`src/lpcg_pkg.sv`:
```
// Constants and types shared by the peripheral clock gate block.
// Assumes a 32-bit APB slave on pclk, byte offsets within one page.
package lpcg_pkg;

  // ----------------------------------------
  // Register byte offsets
  // ----------------------------------------
  localparam logic [11:0] RUN_CFG_OFS = 12'h060;
  localparam logic [11:0] RUN_GATES_OFS = 12'h104;
  localparam logic [11:0] SLEEP_GATES_OFS = 12'h114;
  localparam logic [11:0] DEEP_GATES_OFS = 12'h124;
  localparam logic [11:0] STATUS_OFS = 12'h130;
  localparam logic [11:0] EFF_GATES_OFS = 12'h134;

  // ----------------------------------------
  // Gate field positions
  // ----------------------------------------
  localparam int ASYNC_SERIAL_BIT = 0;
  localparam int SYNC_SERIAL_BIT = 4;
  localparam int TWO_WIRE_PORT_BIT = 12;
  localparam int GP_COUNT_A_BIT = 16;
  localparam int GP_COUNT_B_BIT = 17;
  localparam int GP_COUNT_C_BIT = 18;
  localparam int COMPARATOR_A_BIT = 24;
  localparam int COMPARATOR_B_BIT = 25;
  localparam int COMPARATOR_C_BIT = 26;

  // Writable gate bits; all others are reserved
  localparam logic [31:0] GATE_MASK = 32'h0707_1011;
  // Every gate starts off
  localparam logic [31:0] GATE_RESET = 32'h0000_0000;

  // ----------------------------------------
  // Config and status fields
  // ----------------------------------------
  localparam int AUTO_GATE_BIT = 0;
  localparam logic AUTO_GATE_RESET = 1'b0;
  localparam int MODE_LSB = 0;
  localparam int FAULT_BIT = 8;

  // Power mode of the system
  typedef enum logic [1:0] {
    LPCG_RUN,
    LPCG_SLEEP,
    LPCG_DEEP
  } lpcg_mode_t;

endpackage

```
`src/lpcg_gate_reg.sv`:
```
// One gate register with run, sleep or deep-sleep role.
// Assumes the write strobe is a one-cycle pulse on pclk.
`timescale 1ns/1ns
`default_nettype none
module lpcg_gate_reg #(
  parameter logic [31:0] MASK = lpcg_pkg::GATE_MASK,
  parameter logic [31:0] RST = lpcg_pkg::GATE_RESET
) (
  input wire logic pclk,
  input wire logic presetn,
  input wire logic wr_en,
  input wire logic [31:0] wdata,
  output logic [31:0] value
);
  import lpcg_pkg::*;

  // ----------------------------------------
  // State
  // ----------------------------------------
  typedef struct packed {
    logic [31:0] bits; // Stored gates
  } lpcg_greg_t;
  lpcg_greg_t st_q;
  lpcg_greg_t st_d;

  // Next state: store only writable bits
  always_comb begin
    st_d = st_q;
    if (wr_en) begin
      st_d.bits = wdata & MASK;
    end
  end

  // State register, cleared at reset
  always_ff @(posedge pclk or negedge presetn) begin
    if (!presetn) begin
      st_q <= '{bits: RST};
    end else begin
      st_q <= st_d;
    end
  end

  assign value = st_q.bits;
endmodule
`default_nettype wire

```
`src/lpcg_mode_sel.sv`:
```
// Picks the gate register that rules the current power mode.
// Assumes mode and gate values come from flops on pclk.
`timescale 1ns/1ns
`default_nettype none
module lpcg_mode_sel (
  input wire logic pclk,
  input wire logic presetn,
  input wire lpcg_pkg::lpcg_mode_t mode,
  input wire logic auto_en,
  input wire logic [31:0] run_gates,
  input wire logic [31:0] sleep_gates,
  input wire logic [31:0] deep_gates,
  output logic [31:0] eff_gates
);
  import lpcg_pkg::*;

  // ----------------------------------------
  // State
  // ----------------------------------------
  typedef struct packed {
    logic [31:0] eff; // Enables driven to the units
  } lpcg_sel_t;
  lpcg_sel_t st_q;
  lpcg_sel_t st_d;

  // Select per mode; run register when auto gating is off
  always_comb begin
    st_d = st_q;
    if (!auto_en) begin
      st_d.eff = run_gates;
    end else begin
      case (mode)
        LPCG_SLEEP: begin
          st_d.eff = sleep_gates;
        end
        LPCG_DEEP: begin
          st_d.eff = deep_gates;
        end
        default: begin
          st_d.eff = run_gates;
        end
      endcase
    end
  end

  // Registered so the enables never glitch
  always_ff @(posedge pclk or negedge presetn) begin
    if (!presetn) begin
      st_q <= '{eff: GATE_RESET};
    end else begin
      st_q <= st_d;
    end
  end

  assign eff_gates = st_q.eff;

endmodule
`default_nettype wire

```
`src/lpcg_top.sv`:
```
// Clock gate control for the first peripheral group: run, sleep
// and deep-sleep gate registers, power mode tracking, registered
// unit clock enables and the unclocked-access fault check.
// Assumes an APB master on pclk, power requests and unit access
// strobes from logic on pclk, and gate cells outside that use
// unit_clk_en to stop each unit's clock.
//
// Operation
// - Set gate bit clocks its unit
// - Access to unclocked unit raises fault
// - All gate bits reset to zero
// - Separate run, sleep, deep-sleep gate registers
// - Sleep registers apply only with auto gating
// - Bits 18..16 gate timers two..zero
// - Bits 12, 4, 0 gate serial units
// - Bits 26..24 gate comparators two..zero
// - Reserved bits read zero, keep on update
// - Deep-sleep gate register at 0x124
// - Sleep gate register at 0x114
`timescale 1ns/1ns
`default_nettype none
module lpcg_top (
  input wire logic pclk,
  input wire logic presetn,
  input wire logic psel,
  input wire logic penable,
  input wire logic pwrite,
  input wire logic [11:0] paddr,
  input wire logic [31:0] pwdata,
  output logic [31:0] prdata,
  output logic pready,
  output logic pslverr,
  input wire logic sleep_req,
  input wire logic deep_req,
  input wire logic [31:0] unit_access,
  output logic [31:0] unit_clk_en,
  output logic unit_fault
);
  import lpcg_pkg::*;

  // ----------------------------------------
  // State
  // ----------------------------------------
  typedef struct packed {
    lpcg_mode_t mode; // Current power mode
    logic auto_gate; // Auto gating select
    logic fault_seen; // Sticky fault flag
    logic [31:0] rdata; // Read data for the access phase
    logic rd_err; // Unmapped address seen in setup
    logic up; // High from first edge after reset
  } lpcg_top_st_t;
  lpcg_top_st_t st_q;
  lpcg_top_st_t st_d;

  // ----------------------------------------
  // Bus decode
  // ----------------------------------------
  logic setup; // Setup cycle of a transfer
  logic access; // Access phase, always completes
  logic wr_acc; // Write taking effect this edge
  logic hit_cfg; // Address hits run config
  logic hit_run; // Address hits run gates
  logic hit_sleep; // Address hits sleep gates
  logic hit_deep; // Address hits deep-sleep gates
  logic hit_stat; // Address hits status
  logic hit_eff; // Address hits effective gates
  logic mapped; // Address hits any register
  logic [31:0] rd_val; // Value read at this address
  logic [31:0] run_gates; // Run gate register
  logic [31:0] sleep_gates; // Sleep gate register
  logic [31:0] deep_gates; // Deep-sleep gate register
  logic [31:0] eff_gates; // Selected enables
  logic [31:0] status_val; // Status word

  assign setup = psel && !penable;
  assign access = psel && penable;
  assign wr_acc = access && pwrite;

  // Address compare per register
  assign hit_cfg = paddr == RUN_CFG_OFS;
  assign hit_run = paddr == RUN_GATES_OFS;
  assign hit_sleep = paddr == SLEEP_GATES_OFS;
  assign hit_deep = paddr == DEEP_GATES_OFS;
  assign hit_stat = paddr == STATUS_OFS;
  assign hit_eff = paddr == EFF_GATES_OFS;
  assign mapped = hit_cfg || hit_run || hit_sleep || hit_deep || hit_stat || hit_eff;

  // Status word: mode code and sticky fault
  always_comb begin
    status_val = 32'h0000_0000;
    status_val[MODE_LSB +: 2] = st_q.mode;
    status_val[FAULT_BIT] = st_q.fault_seen;
  end

  // Read mux; unmapped addresses read zero
  always_comb begin
    rd_val = 32'h0000_0000;
    if (hit_cfg) begin
      rd_val[AUTO_GATE_BIT] = st_q.auto_gate;
    end else if (hit_run) begin
      rd_val = run_gates;
    end else if (hit_sleep) begin
      rd_val = sleep_gates;
    end else if (hit_deep) begin
      rd_val = deep_gates;
    end else if (hit_stat) begin
      rd_val = status_val;
    end else if (hit_eff) begin
      rd_val = eff_gates;
    end
  end

  // ----------------------------------------
  // Gate registers
  // ----------------------------------------
  // Three copies with one layout, one per power mode
  lpcg_gate_reg u_run_gates (
    .pclk(pclk),
    .presetn(presetn),
    .wr_en(wr_acc && hit_run),
    .wdata(pwdata),
    .value(run_gates)
  );

  lpcg_gate_reg u_sleep_gates (
    .pclk(pclk),
    .presetn(presetn),
    .wr_en(wr_acc && hit_sleep),
    .wdata(pwdata),
    .value(sleep_gates)
  );

  lpcg_gate_reg u_deep_gates (
    .pclk(pclk),
    .presetn(presetn),
    .wr_en(wr_acc && hit_deep),
    .wdata(pwdata),
    .value(deep_gates)
  );

  // Effective enables for the current mode
  lpcg_mode_sel u_sel (
    .pclk(pclk),
    .presetn(presetn),
    .mode(st_q.mode),
    .auto_en(st_q.auto_gate),
    .run_gates(run_gates),
    .sleep_gates(sleep_gates),
    .deep_gates(deep_gates),
    .eff_gates(eff_gates)
  );

  // ----------------------------------------
  // Next state
  // ----------------------------------------
  always_comb begin
    st_d = st_q;
    st_d.up = 1'b1;
    // Power mode tracker; deep sleep wins over sleep
    case (st_q.mode)
      LPCG_RUN: begin
        if (deep_req) begin
          st_d.mode = LPCG_DEEP;
        end else if (sleep_req) begin
          st_d.mode = LPCG_SLEEP;
        end
      end
      LPCG_SLEEP: begin
        if (deep_req) begin
          st_d.mode = LPCG_DEEP;
        end else if (!sleep_req) begin
          st_d.mode = LPCG_RUN;
        end
      end
      LPCG_DEEP: begin
        // Leaving deep sleep falls back to sleep if still asked
        if (!deep_req && sleep_req) begin
          st_d.mode = LPCG_SLEEP;
        end else if (!deep_req) begin
          st_d.mode = LPCG_RUN;
        end
      end
      default: begin
        st_d.mode = LPCG_RUN;
      end
    endcase
    // Auto gating select in run config
    if (wr_acc && hit_cfg) begin
      st_d.auto_gate = pwdata[AUTO_GATE_BIT];
    end
    // Fault flag: write one clears, new fault wins
    if (wr_acc && hit_stat && pwdata[FAULT_BIT]) begin
      st_d.fault_seen = 1'b0;
    end
    if (unit_fault) begin
      st_d.fault_seen = 1'b1;
    end
    // Read data and error caught in setup
    if (setup) begin
      st_d.rdata = pwrite ? 32'h0000_0000 : rd_val;
      st_d.rd_err = !mapped;
    end
  end

  // State register
  always_ff @(posedge pclk or negedge presetn) begin
    if (!presetn) begin
      st_q <= '{mode: LPCG_RUN, auto_gate: AUTO_GATE_RESET, fault_seen: 1'b0,
                rdata: 32'h0000_0000, rd_err: 1'b0, up: 1'b0};
    end else begin
      st_q <= st_d;
    end
  end

  // ----------------------------------------
  // Outputs
  // ----------------------------------------
  // No wait states; error only for unmapped addresses
  assign pready = 1'b1;
  assign pslverr = access && st_q.rd_err;
  assign prdata = st_q.rdata;

  // Each set bit keeps its unit clocked
  assign unit_clk_en = eff_gates & GATE_MASK;

  // Access to a unit with its clock stopped
  assign unit_fault = |(unit_access & GATE_MASK & ~unit_clk_en);
endmodule
`default_nettype wire

```
`config.mk`:
```
export PLATFORM = sky130hd
export DESIGN_NAME = lpcg_top
export DESIGN_NICKNAME = d
export VERILOG_FILES = /design/src/lpcg_pkg.sv /design/src/lpcg_gate_reg.sv /design/src/lpcg_mode_sel.sv /design/src/lpcg_top.sv
export SDC_FILE = /design/constraint.sdc
export NUM_CORES = 1
export LEC_CHECK = 0
export CAP_MARGIN = 20
export CELL_PAD_IN_SITES_DETAIL_PLACEMENT = 0
export CELL_PAD_IN_SITES_GLOBAL_PLACEMENT = 1
export CORE_MARGIN = 10
export CORE_UTILIZATION = 46
export DETAILED_ROUTE_END_ITERATION = 10
export DONT_BUFFER_PORTS = 1
export GPL_ROUTABILITY_DRIVEN = 1
export PLACE_DENSITY_LB_ADDON = 0.1
export SETUP_SLACK_MARGIN = 0.5
export SLEW_MARGIN = 5
export SYNTH_ARGS = -nofsm -noshare
export SYNTH_HDL_FRONTEND = slang
export SYNTH_SLANG_ARGS = --single-unit
```
`constraint.sdc`:
```
create_clock -name pclk -period 1.9 [get_ports pclk]
set_clock_uncertainty 0.1 [all_clocks]
set_input_delay 0.19 -clock pclk [delete_from_list [all_inputs] [get_ports pclk]]
set_output_delay 0.19 -clock pclk [all_outputs]
set_load 0.05 [all_outputs]
```
# Word level (Yosys, flattened, before mapping)
# Cells that the tools add are included.
[word_totals]
ff_bits = 96
wordCells = 64
inputBits = 83
out_inout_bits = 67
[op_classes]
n_eq_ne = 11
reduce_logical = 23
n_mux = 19
bitwise = 2
[op_table]
columns = ["op", "n"]
rows = [
  ["2-to-1 mux 32 bit", 6],
  ["equality test 12 x 9 -> 1 bit (second input constant)", 5],
  ["case mux 27 bit (2 select lines)", 1],
  ["AND 27 x 32 -> 32 bit", 1],
  ["inverter 27 -> 32 bit", 1],
  ["OR reduction 32 bit", 1],
  ["2-to-1 mux 31 bit", 1],
  ["2-to-1 mux 27 bit", 1],
  ["equality test 12 x 7 -> 1 bit (second input constant)", 1],
  ["2-to-1 mux 2 bit", 6],
  ["logical AND 1 bit", 11],
  ["inequality test 3 bit (second input constant)", 3],
  ["case mux 2 bit (3 select lines)", 1],
  ["logical OR 1 bit", 5],
  ["zero test 1 bit", 3],
  ["2-to-1 mux 1 bit", 3],
  ["AND reduction 3 bit", 1],
  ["equality test 2 x 1 -> 1 bit (second input constant)", 1],
  ["equality test 2 bit (second input constant)", 1],
  ["zero test 2 bit", 1],
  ["nonzero test 2 bit", 1],
]

# Depth between registers and ports, before layout
# Gate-level depths: netlist of run 1.
[depth]
depth_word = 8
mapped_depth = 7
depth_no_buf = 6

# Modules after synthesis
# A second synthesis of run 1 with hierarchy kept.
[hier_totals]
cells_unflattened = 693
hier_area_um2 = 6872.8
[by_module_without_submodules]
columns = ["mod", "area_each_um2", "seq_area_each_um2", "cells_per_inst", "instances"]
rows = [
  ["lpcg_top", 3505.9, 925.9, 453, 1],
  ["lpcg_mode_sel", 1722.9, 800.8, 111, 1],
  ["lpcg_gate_reg", 548.0, 225.2, 43, 3],
]

# Least setup slack after synthesis of run 1
# No wires, ideal clock.
[synth_timing]
kind = "register to output"
startpoint = "register u_sel.st_q, in the netlist u_sel.eff_gates[17]"
endpoint = "output unit_fault"
required_time_ns = 1.610
arrival_time_ns = 1.757
path_slack_ns = -0.147
stages_incl_launch_ff = 5
cell_sequence = "dfrtp_1 -> nand2b_1 -> o221ai_1 -> a2111oi_0 -> nand2b_1"
[synth_via]
elab_chain_len = 3
[synth_lines]
columns = ["item", "line_no", "source"]
rows = [
  ["start: declaration", "lpcg_mode_sel.sv:23", "lpcg_sel_t st_q;"],
  ["start signal: assignment", "lpcg_mode_sel.sv:49", "st_q <= '{eff: GATE_RESET};"],
  ["start signal: assignment", "lpcg_mode_sel.sv:51", "st_q <= st_d;"],
  ["inverter 27 -> 32 bit", "lpcg_top.sv:227", "assign unit_fault = |(unit_access & GATE_MASK & ~unit_clk_en);"],
  ["AND 27 x 32 -> 32 bit", "lpcg_top.sv:227", ""],
  ["OR reduction 32 bit", "lpcg_top.sv:227", ""],
  ["end: declaration", "lpcg_top.sv:37", "output logic unit_fault"],
]
# Every way passes these cells.

# Worst setup path in the final report of run 1
# Same ends and word-level chain as after synthesis.

==> results.sh, run 1 <==
export IMPL_run_status="complete, but fails checks"
export IMPL_violations="negative hold slack"
export IMPL_grt_pass1_wl_um=12700
export IMPL_vias_per_cell=5.23
export IMPL_finalPower_w=0.00290
export IMPL_io_pin_count=150
export IMPL_overflow=0
export IMPL_dr_first_iter_drc_count=110
export IMPL_cts_buffers=5
export IMPL_clk_latency_ns=0.30
export IMPL_synth_top_family_by_area="buffers and inverters"
export IMPL_worstSetupStartpointType="flip-flop"
export IMPL_r2r_end="u_sel.eff_gates[16]"
export IMPL_cts_sink_count=52
export IMPL_synthMuxAreaShare_pct=12.9
export IMPL_avgRoutedWirePerCell_um=20.1
export IMPL_postSynthAreaPerCell_um2=10.0
export IMPL_post_place_cells=381
export IMPL_cp_required_ns=1.61
export IMPL_yosys_warnings=0
export IMPL_path_max_fanout=2
export IMPL_maxSlewViolCount=0
export IMPL_antenna_found_initial=1
export IMPL_synth_cell_area_um2=3060
export IMPL_critPathSlowestCell="dfrtp_2"
export IMPL_synth_xor_area_share_pct=0
export IMPL_synthToLayoutAreaGrowth_pct=28.5
export IMPL_drc=0
export IMPL_grt_setup_unrepaired="yes"
export IMPL_layout_drive_gt1_share_pct=40.1
export IMPL_synth_compound_area_share_pct=12.1
export IMPL_r2r_slack_ns=0.42
export IMPL_crit_arrival_ns=1.49
export IMPL_die_area_um2=10300
export IMPL_drv_cap=0
export IMPL_portBuffers=0
export IMPL_synth_cells=305
export IMPL_fp_row_count=29
export IMPL_diodes=0
export IMPL_ys_seq_area_share_pct=42.6
export IMPL_grt_pass1_vias=2238
export IMPL_start_util_pct=47.9
export IMPL_core_um2=6390
export IMPL_final_common_cell="conb_1"
export IMPL_n_fill_cell=528
export IMPL_cp_end_kind="primary output"
export IMPL_final_cells=421
export IMPL_first_pass_iters=4
export IMPL_cts_buffer_depth=2
export IMPL_worst_r2r_cell_count=7
export IMPL_crit_end="unit_fault"
export IMPL_finalWirelength_um=8470
export IMPL_place_area_um2=3150
export IMPL_cellLeakagePower_nw=1.82
export IMPL_h_tree_depth=2
export IMPL_grt_max_degree=53
export IMPL_multi_input_area_um2=1760
export IMPL_grt_total_usage_pct=15.8
export IMPL_finalInstanceArea_um2=3930
export IMPL_fp_dieW_um=102
export IMPL_crit_type="flip-flop to primary output"
export IMPL_seqCellArea_um2=1310
export IMPL_power_density_nw_per_um2=738
export IMPL_place_detailed_hpwl_um=5670
export IMPL_critical_path_cell_chain="nand2b_4 -> o221ai_4 -> a2111oi_4 -> nand2b_2 -> buf_6"
export IMPL_slowest_delay_ns=0.37
export IMPL_clkTransAtPathRegs_ns=0.09
export IMPL_synth_seq_cells=52
export IMPL_synthAdderAreaFrac_pct=1.64
export IMPL_synth_cell_types=40
export IMPL_ir_drop_v=0.000592
export IMPL_final_core_util_pct=61.5
export IMPL_finalCritPeriodShare_pct=93.4
export IMPL_max_freq_mhz=563
export IMPL_hold_path_class="primary input to asynchronous set/reset pin"
export IMPL_hold_viol=52
export IMPL_cts_tree="yes"
export IMPL_synthSimpleGateAreaFrac_pct=14.1
export IMPL_die_h_um=102
export IMPL_fin_nets=430
export IMPL_drtAntennaViolNets=0
export IMPL_cts_root_buf="clkbuf_8"
export IMPL_tns_ns=0
export IMPL_num_vias=2203
export IMPL_r2r_start="st_q[36]"
export IMPL_layout_common_cells="conb_1, dfrtp_1, nand2_1"
export IMPL_min_period_ns=1.78
export IMPL_hold_slack_ns=-0.530
export IMPL_startpoint="u_sel.eff_gates[17]"
export IMPL_setup_viol=0
export IMPL_routabilityCongestion=0.860
==> critical path, delay by kind of cell (launching register included) <==
family / cells / cell delay (ns)
AND/OR/NAND/NOR: 2 / 0.23
AO/OA/AOI/OAI: 2 / 0.41
buffers and inverters: 1 / 0.16
flip-flops: 1 / 0.37
==> area by class of cell <==
| cell class | instances | share of cell area (%) |
|---|---|---|
| Multi-Input combinational cell | 219 | 44.9 |
| Sequential cell | 52 | 33.4 |
| Timing Repair Buffer | 54 | 15.0 |
| Clock buffer | 7 | 2.45 |
| Tap cell | 77 | 2.45 |
| Inverter | 11 | 1.12 |
| Clock inverter | 1 | 0.765 |
==> cells by family after synthesis <==
family	after synthesis
buffers and inverters	77
muxes	36
AOI/OAI and AO/OA	57
other	2
DFF	52
adders and majority gates	4
and+or+nand+nor	77
==> metal layers <==
| metal | GRT usage, % | routed length (µm) | part of all wire [%] |
|---|---|---|---|
| met4 | 2.89 | 62 | 0.73 |
| met3 | 6.06 | 842 | 9.9 |
| met2 | 25.2 | 4130 | 49 |
| met1 | 19.9 | 3430 | 40 |
| met5 | 0 | 7 | 0.083 |
==> per-stage QoR <==
step | hold WS (ns) | worst slack [ns]
finish | -0.530 | 0.125
CTS | -0.538 | 0.0368
detailed placement | -0.204 | 0.211
global route | -0.564 | 0.0576
floorplan | -0.206 | 0.167
global placement | -0.204 | 0.230
==> where the power goes <==
part	switching, W	internal, W
Clock	0.000374	0.000465
Sequential	0.0000227	0.00113
Combinational	0.000518	0.000391
Total	0.000914	0.00198
==> worst min path at each step <==
stage / endpoint / slack, ns / start / depth (start not counted)
2_1_floorplan: prdata[0] / -0.21 / presetn / 0
6_report: st_q[37] / -0.53 / presetn / 0
5_1_grt: u_sel.eff_gates[25] / -0.56 / presetn / 0
4_1_cts: st_q[1] / -0.54 / presetn / 0
3_3_place_gp: st_q[37] / -0.20 / presetn / 0
3_5_place_dp: st_q[37] / -0.20 / presetn / 0
==> cells in the mapped netlist <==
cell | n | area, µm²
a2111oi_0 | 1 | 8.76
a211o_1 | 1 | 8.76
a21oi_1 | 13 | 65.1
a221oi_1 | 1 | 8.76
a22oi_1 | 10 | 75.1
and2_1 | 1 | 6.26
and2_2 | 1 | 7.51
and3_1 | 1 | 6.26
and3b_1 | 1 | 8.76
buf_2 | 1 | 5.00
buf_4 | 56 | 420
clkbuf_1 | 9 | 33.8
conb_1 | 2 | 7.51
dfrtp_1 | 52 | 1300
ha_1 | 4 | 50.1
inv_1 | 11 | 41.3
mux2_2 | 28 | 315
mux2i_1 | 8 | 80.1
nand2_1 | 26 | 97.6
nand2b_1 | 6 | 37.5
nand3_1 | 2 | 10.0
nand3_4 | 1 | 17.5
nand3b_1 | 2 | 15.0
nand4_1 | 3 | 18.8
nor2_1 | 21 | 78.8
nor2b_1 | 4 | 25.0
nor3_2 | 2 | 20.0
nor3_4 | 1 | 16.3
nor3b_1 | 1 | 7.51
nor4_4 | 2 | 42.5
nor4b_1 | 1 | 8.76
o2111ai_1 | 1 | 8.76
o21a_1 | 1 | 7.51
o21ai_0 | 13 | 65.1
o221ai_1 | 1 | 8.76
o22ai_1 | 2 | 12.5
o311a_1 | 1 | 10.0
o31ai_1 | 11 | 82.6
o41ai_1 | 1 | 8.76
or3_2 | 1 | 7.51
==> state kept, by name (all words and copies together), names as in the netlist <==
name,flops
u_run_gates.value,9
u_sleep_gates.value,9
u_sel.eff_gates,9
u_deep_gates.value,9
prdata,11
st_q,5
==> timing repair <==
action                                 CTS  global route
hold buffers                            13             2
pin swaps                                5            22
gates resized for setup                 34            41
setup buffers                            8             5
endpoints found under the hold margin   88            54
gates cloned                             2             2
setup endpoints to repair               14            28
(Power assumes the default switching activity.)
==> inputs of run 2 (changes only) <==
--- a/config.mk
+++ b/config.mk
@@ -15,2 +15,3 @@
 export GPL_ROUTABILITY_DRIVEN = 1
+export HOLD_SLACK_MARGIN = 0.02
 export PLACE_DENSITY_LB_ADDON = 0.1
==> constraint.sdc (replaced) <==
create_clock -name pclk -period 1.9 [get_ports pclk]
set_clock_uncertainty 0.1 [all_clocks]
set_input_delay 0.285 -clock pclk [delete_from_list [all_inputs] [get_ports pclk]]
set_output_delay 0.285 -clock pclk [all_outputs]
set_load 0.05 [all_outputs]
==> results.sh, run 2 (synthesis results as in run 1) <==
export IMPL_crit_arrival_ns=1.46
export IMPL_dr_first_iter_drc_count=80
export IMPL_setup_viol=0
export IMPL_drtAntennaViolNets=0
export IMPL_overflow=0
export IMPL_grt_max_degree=53
export IMPL_cp_end_kind="primary output"
export IMPL_power_switching_w=0.000876
export IMPL_maxSlewViolCount=0
export IMPL_grt_total_usage_pct=15.8
export IMPL_largest_reg_flops=11
export IMPL_fin_nets=434
export IMPL_portBuffers=0
export IMPL_max_freq_mhz=542
export IMPL_cp_required_ns=1.51
export IMPL_drv_cap=0
export IMPL_power_density_nw_per_um2=653
export IMPL_tns_ns=0
export IMPL_fp_dieW_um=102
export IMPL_path_max_fanout=2
export IMPL_hold_path_class="primary input to asynchronous set/reset pin"
export IMPL_drc=0
export IMPL_violations="negative hold slack"
export IMPL_power_frac_comb_pct=29.6
export IMPL_final_core_util_pct=61.9
export IMPL_num_vias=2245
export IMPL_diodes=0
export IMPL_cellLeakagePower_nw=1.83
export IMPL_h_tree_depth=2
export IMPL_multi_input_area_um2=1800
export IMPL_cts_sink_count=52
export IMPL_grt_pass1_vias=2296
export IMPL_io_pin_count=150
export IMPL_fp_row_count=29
export IMPL_finalCritPeriodShare_pct=97.0
export IMPL_antenna_found_initial=0
export IMPL_cts_tree="yes"
export IMPL_routabilityCongestion=0.755
export IMPL_die_h_um=102
export IMPL_layout_common_cells="conb_1, dfrtp_1, mux2_4"
export IMPL_n_fill_cell=530
export IMPL_grt_setup_unrepaired="yes"
export IMPL_worstSetupStartpointType="flip-flop"
export IMPL_die_area_um2=10300
export IMPL_cts_buffer_depth=2
export IMPL_cts_root_buf="clkbuf_8"
export IMPL_clkTransAtPathRegs_ns=0.10
export IMPL_cts_buffers=5
export IMPL_min_period_ns=1.84
export IMPL_layout_drive_gt1_share_pct=41.1
export IMPL_finalPower_w=0.00258
export IMPL_finalWirelength_um=8540
export IMPL_first_pass_iters=4
export IMPL_start_util_pct=47.9
export IMPL_p_int_w=0.00170
export IMPL_grt_pass1_wl_um=12700
export IMPL_crit_type="flip-flop to primary output"
export IMPL_run_status="complete, but fails checks"
export IMPL_place_detailed_hpwl_um=5730
export IMPL_hold_slack_ns=-0.443
export IMPL_avgRoutedWirePerCell_um=20.1
export IMPL_ir_drop_v=0.000373
export IMPL_vias_per_cell=5.28
export IMPL_synthToLayoutAreaGrowth_pct=29.2
export IMPL_hold_viol=52
export IMPL_pwr_share_seq_pct=44.4
export IMPL_clk_latency_ns=0.31
export IMPL_seqCellArea_um2=1310
export IMPL_switching_share_pct=34.0
export IMPL_clockPowerShare_pct=26.1
export IMPL_core_um2=6390
-- run 2: cell count changes in the layout (fill, tap and decap cells not counted), sizes merged --
cell         delta
bufinv          -1
clkbuf          -1
buf             +7
clkinvlp        +1
dlygate4sd3     -2
-- run 2: routing by layer --
layer / vias up / wire length (µm) / track usage [%]
met1: 1121 / 3470 / 19.5
met5: - / 0 / 0
met4: 0 / 28 / 2.79
met3: 2 / 655 / 4.36
met2: 76 / 4380 / 27.0
li1: 1046 / - / -
-- run 2: area by class of cell --
cell class,count,share of cell area [%]
multi-input cells,219,45.5
repair buffers,58,15.4
clock buffers,7,2.19
inverters,11,1.11
clock inverters,1,0.190
well taps,77,2.44
flip-flops and latches,52,33.2
-- run 2: repair_timing --
action,in CTS,in global routing
endpoints found under the hold margin,75,55
pin swaps,19,19
gates resized for setup,62,23
hold buffers,10,3
setup endpoints to repair,39,49
cloned,3,0
buffers inserted,11,5
-- run 2: critical path, cell delays in order (launching register included) --
cell and delay, ns:
dfrtp_2 0.40, o22ai_2 0.08, a2111oi_4 0.40, nand2b_2 0.11, buf_6 0.16
-- run 2: power by group through the flow --
stage               Sequential (W)  Combinational [W]  Clock (W)
floorplan                  0.00117           0.000468          0
finish                     0.00115           0.000762   0.000672
global placement           0.00117           0.000456          0
global route               0.00115           0.000814   0.000731
CTS                        0.00114           0.000690   0.000686
detailed placement         0.00117           0.000459          0
-- run 2: worst paths after layout --
| path | from | cells after the start | slack, ns | end |
|---|---|---|---|---|
| hold / removal | presetn | 0 | -0.44 | prdata[26] |
| min in group pclk | pwdata[12] | 1 | 0.03 | u_run_gates.value[12] |
| setup reg to reg | st_q[36] | 5 | 0.42 | st_q[36] |
| setup / recovery | u_sel.eff_gates[26] | 4 | 0.06 | unit_fault |
| max in group asynchronous | presetn | 0 | 2.02 | u_sel.eff_gates[17] |
| hold reg to reg | st_q[1] | 2 | 0.39 | st_q[1] |
-- run 2: through the flow --
step,area (µm²),setup WS (ns),std cells
after floorplan,3370,0.0720,348
after global placement,3160,0.133,385
after detailed placement,3160,0.107,385
after CTS,3770,-0.0416,417
after global routing,3950,0.00366,425
final,3950,0.0566,425
==> inputs of run 3 (changes only) <==
ABC_AREA = 1   (was default)
CORE_UTILIZATION = 48   (was 46)
clock period = 2.35 ns   (was 1.9 ns; I/O delays follow)
==> results.sh, run 3 <==
export IMPL_first_pass_iters=4
export IMPL_start_util_pct=49.1
export IMPL_max_freq_mhz=537
export IMPL_clkTransAtPathRegs_ns=0.09
export IMPL_min_period_ns=1.86
export IMPL_path_max_fanout=3
export IMPL_cellLeakagePower_nw=1.74
export IMPL_fp_dieW_um=103
export IMPL_ys_flop_type="dfrtp_1"
export IMPL_die_h_um=103
export IMPL_final_common_cell="nand2_1"
export IMPL_grt_pass1_vias=2352
export IMPL_place_area_um2=3130
export IMPL_cts_root_buf="clkbuf_8"
export IMPL_portBuffers=0
export IMPL_synth_edf_count=0
export IMPL_postSynthAreaPerCell_um2=7.78
export IMPL_cts_tree="yes"
export IMPL_drc=0
export IMPL_finalWirelength_um=7720
export IMPL_place_ws_ns=0.477
export IMPL_cp_required_ns=1.90
export IMPL_tns_ns=0
export IMPL_ys_seq_area_share_pct=39.4
export IMPL_cp_end_kind="primary output"
export IMPL_fp_row_count=30
export IMPL_worstSetupStartpointType="flip-flop"
export IMPL_dr_first_iter_drc_count=131
export IMPL_layout_common_cells="nand2_1, inv_1, dfrtp_1"
export IMPL_grt_max_degree=53
export IMPL_core_um2=6720
export IMPL_drv_cap=0
export IMPL_maxSlewViolCount=0
export IMPL_yosys_top_cells_count="nand2_1, inv_1, buf_4, dfrtp_1, a21oi_1"
export IMPL_diodes=0
export IMPL_grt_total_usage_pct=14.3
export IMPL_routabilityCongestion=0.784
export IMPL_cts_buffers=5
export IMPL_cts_sink_count=52
export IMPL_ir_drop_v=0.000323
export IMPL_hold_slack_ns=0.112
export IMPL_setup_viol=0
export IMPL_layout_drive_gt1_share_pct=13.3
export IMPL_largest_reg_flops=11
export IMPL_yosysMostFrequentCell="nand2_1"
export IMPL_grt_pass1_wl_um=12100
export IMPL_fin_ws_ns=0.487
export IMPL_grt_setup_unrepaired="yes"
export IMPL_die_area_um2=10600
export IMPL_power_density_nw_per_um2=781
export IMPL_overflow=0
export IMPL_place_detailed_hpwl_um=6160
export IMPL_fin_nets=507
export IMPL_vias_per_cell=4.75
export IMPL_h_tree_depth=2
export IMPL_synth_cell_types=32
export IMPL_cts_buffer_depth=2
export IMPL_yosys_warnings=0
export IMPL_synth_area_top_cells="dfrtp_1, buf_4, nand2_1"
export IMPL_yosys_area_top_type="dfrtp_1"
export IMPL_finalInstanceArea_um2=3300
export IMPL_yosysTopAreaCellShare_pct=39.4
export IMPL_num_vias=2376
export IMPL_synth_cells=424
export IMPL_crit_type="flip-flop to primary output"
export IMPL_antenna_found_initial=0
export IMPL_crit_arrival_ns=1.41
export IMPL_synthArstFlopShare_pct=100
export IMPL_avgRoutedWirePerCell_um=15.4
export IMPL_hold_path_class="primary input to flip-flop"
export IMPL_run_status="complete, no violations"
export IMPL_synth_cell_area_um2=3300
export IMPL_clk_latency_ns=0.30
export IMPL_synthToLayoutAreaGrowth_pct=-0.0759
export IMPL_synth_seq_cells=52
export IMPL_finalCritPeriodShare_pct=79.3
export IMPL_io_pin_count=150
export IMPL_drtAntennaViolNets=0
export IMPL_hold_viol=0
==> run 3: cell type report <==
type / instances / area, µm²
multi-input cells: 284 / 1460
well taps: 80 / 100
fillers: 688 / 3420
clock buffers: 5 / 68.8
repair buffers: 10 / 97.6
inverters: 67 / 251
clock inverters: 2 / 12.5
flip-flops and latches: 52 / 1310
==> run 3: worst paths after layout <==
| check | startpoint | to | slack (ns) | depth (start not counted) |
|---|---|---|---|---|
| worst max-delay path | u_sel.eff_gates[24] | unit_fault | 0.49 | 3 |
| worst min-delay path | pwdata[0] | st_q[35] | 0.11 | 2 |
| worst max register to register | st_q[37] | u_sel.eff_gates[4] | 0.66 | 6 |
| worst min register to register | u_run_gates.value[24] | u_run_gates.value[24] | 0.40 | 2 |
| max in group asynchronous | presetn | u_sel.eff_gates[16] | 1.43 | 2 |
| min in group asynchronous | presetn | prdata[24] | 0.47 | 2 |
==> run 3: timing repair <==
action	CTS	global route
endpoints found under the setup margin	2	4
setup buffers	1	1
hold endpoints to repair	52	0
resized for setup	8	5
pin swaps	1	2
hold buffers	2	0
==> run 3: cells by family (layout without fill, tap and decap cells) <==
logic type / after synthesis / count (layout) / share of synthesized area, %
and+or+nand+nor: 152 / 152 / 21.7
buffers and inverters: 131 / 84 / 22.1
AOI/OAI and AO/OA: 83 / 83 / 15.1
DFF: 52 / 52 / 39.4
adders and majority gates: 4 / 4 / 1.52
other: 2 / 45 / 0.228
==> run 3: per-layer routing <==
| layer | vias up | global-route usage, % | part of all wire (%) |
|---|---|---|---|
| met2 | 98 | 19.8 | 39 |
| met1 | 1047 | 21.4 | 50 |
| met4 | 0 | 2.78 | 0.36 |
| met5 | - | 0 | 0 |
| li1 | 1229 | - | - |
| met3 | 2 | 3.95 | 10 |
==> run 3: worst max-delay path: stages, from the launching register on <==
cell,delay (ns)
dfrtp_2,0.54
o221ai_1,0.29
nor2_2,0.08
inv_2,0.21
==> run 3: power by group <==
part	switching, W	internal, W	total [W]
sequential	0.000176	0.000985	0.00116
clock	0.000282	0.000202	0.000485
combinational	0.000681	0.000247	0.000928
total	0.00114	0.00143	0.00257
==> run 3: through the flow <==
step,instances,total power (W),utilization (%)
after floorplan,467,0.00188,-
after global placement,489,0.00203,46.6
after detailed placement,489,0.00203,46.6
after CTS,499,0.00255,48.7
after global routing,500,0.00273,49.1
final,500,0.00257,49.1
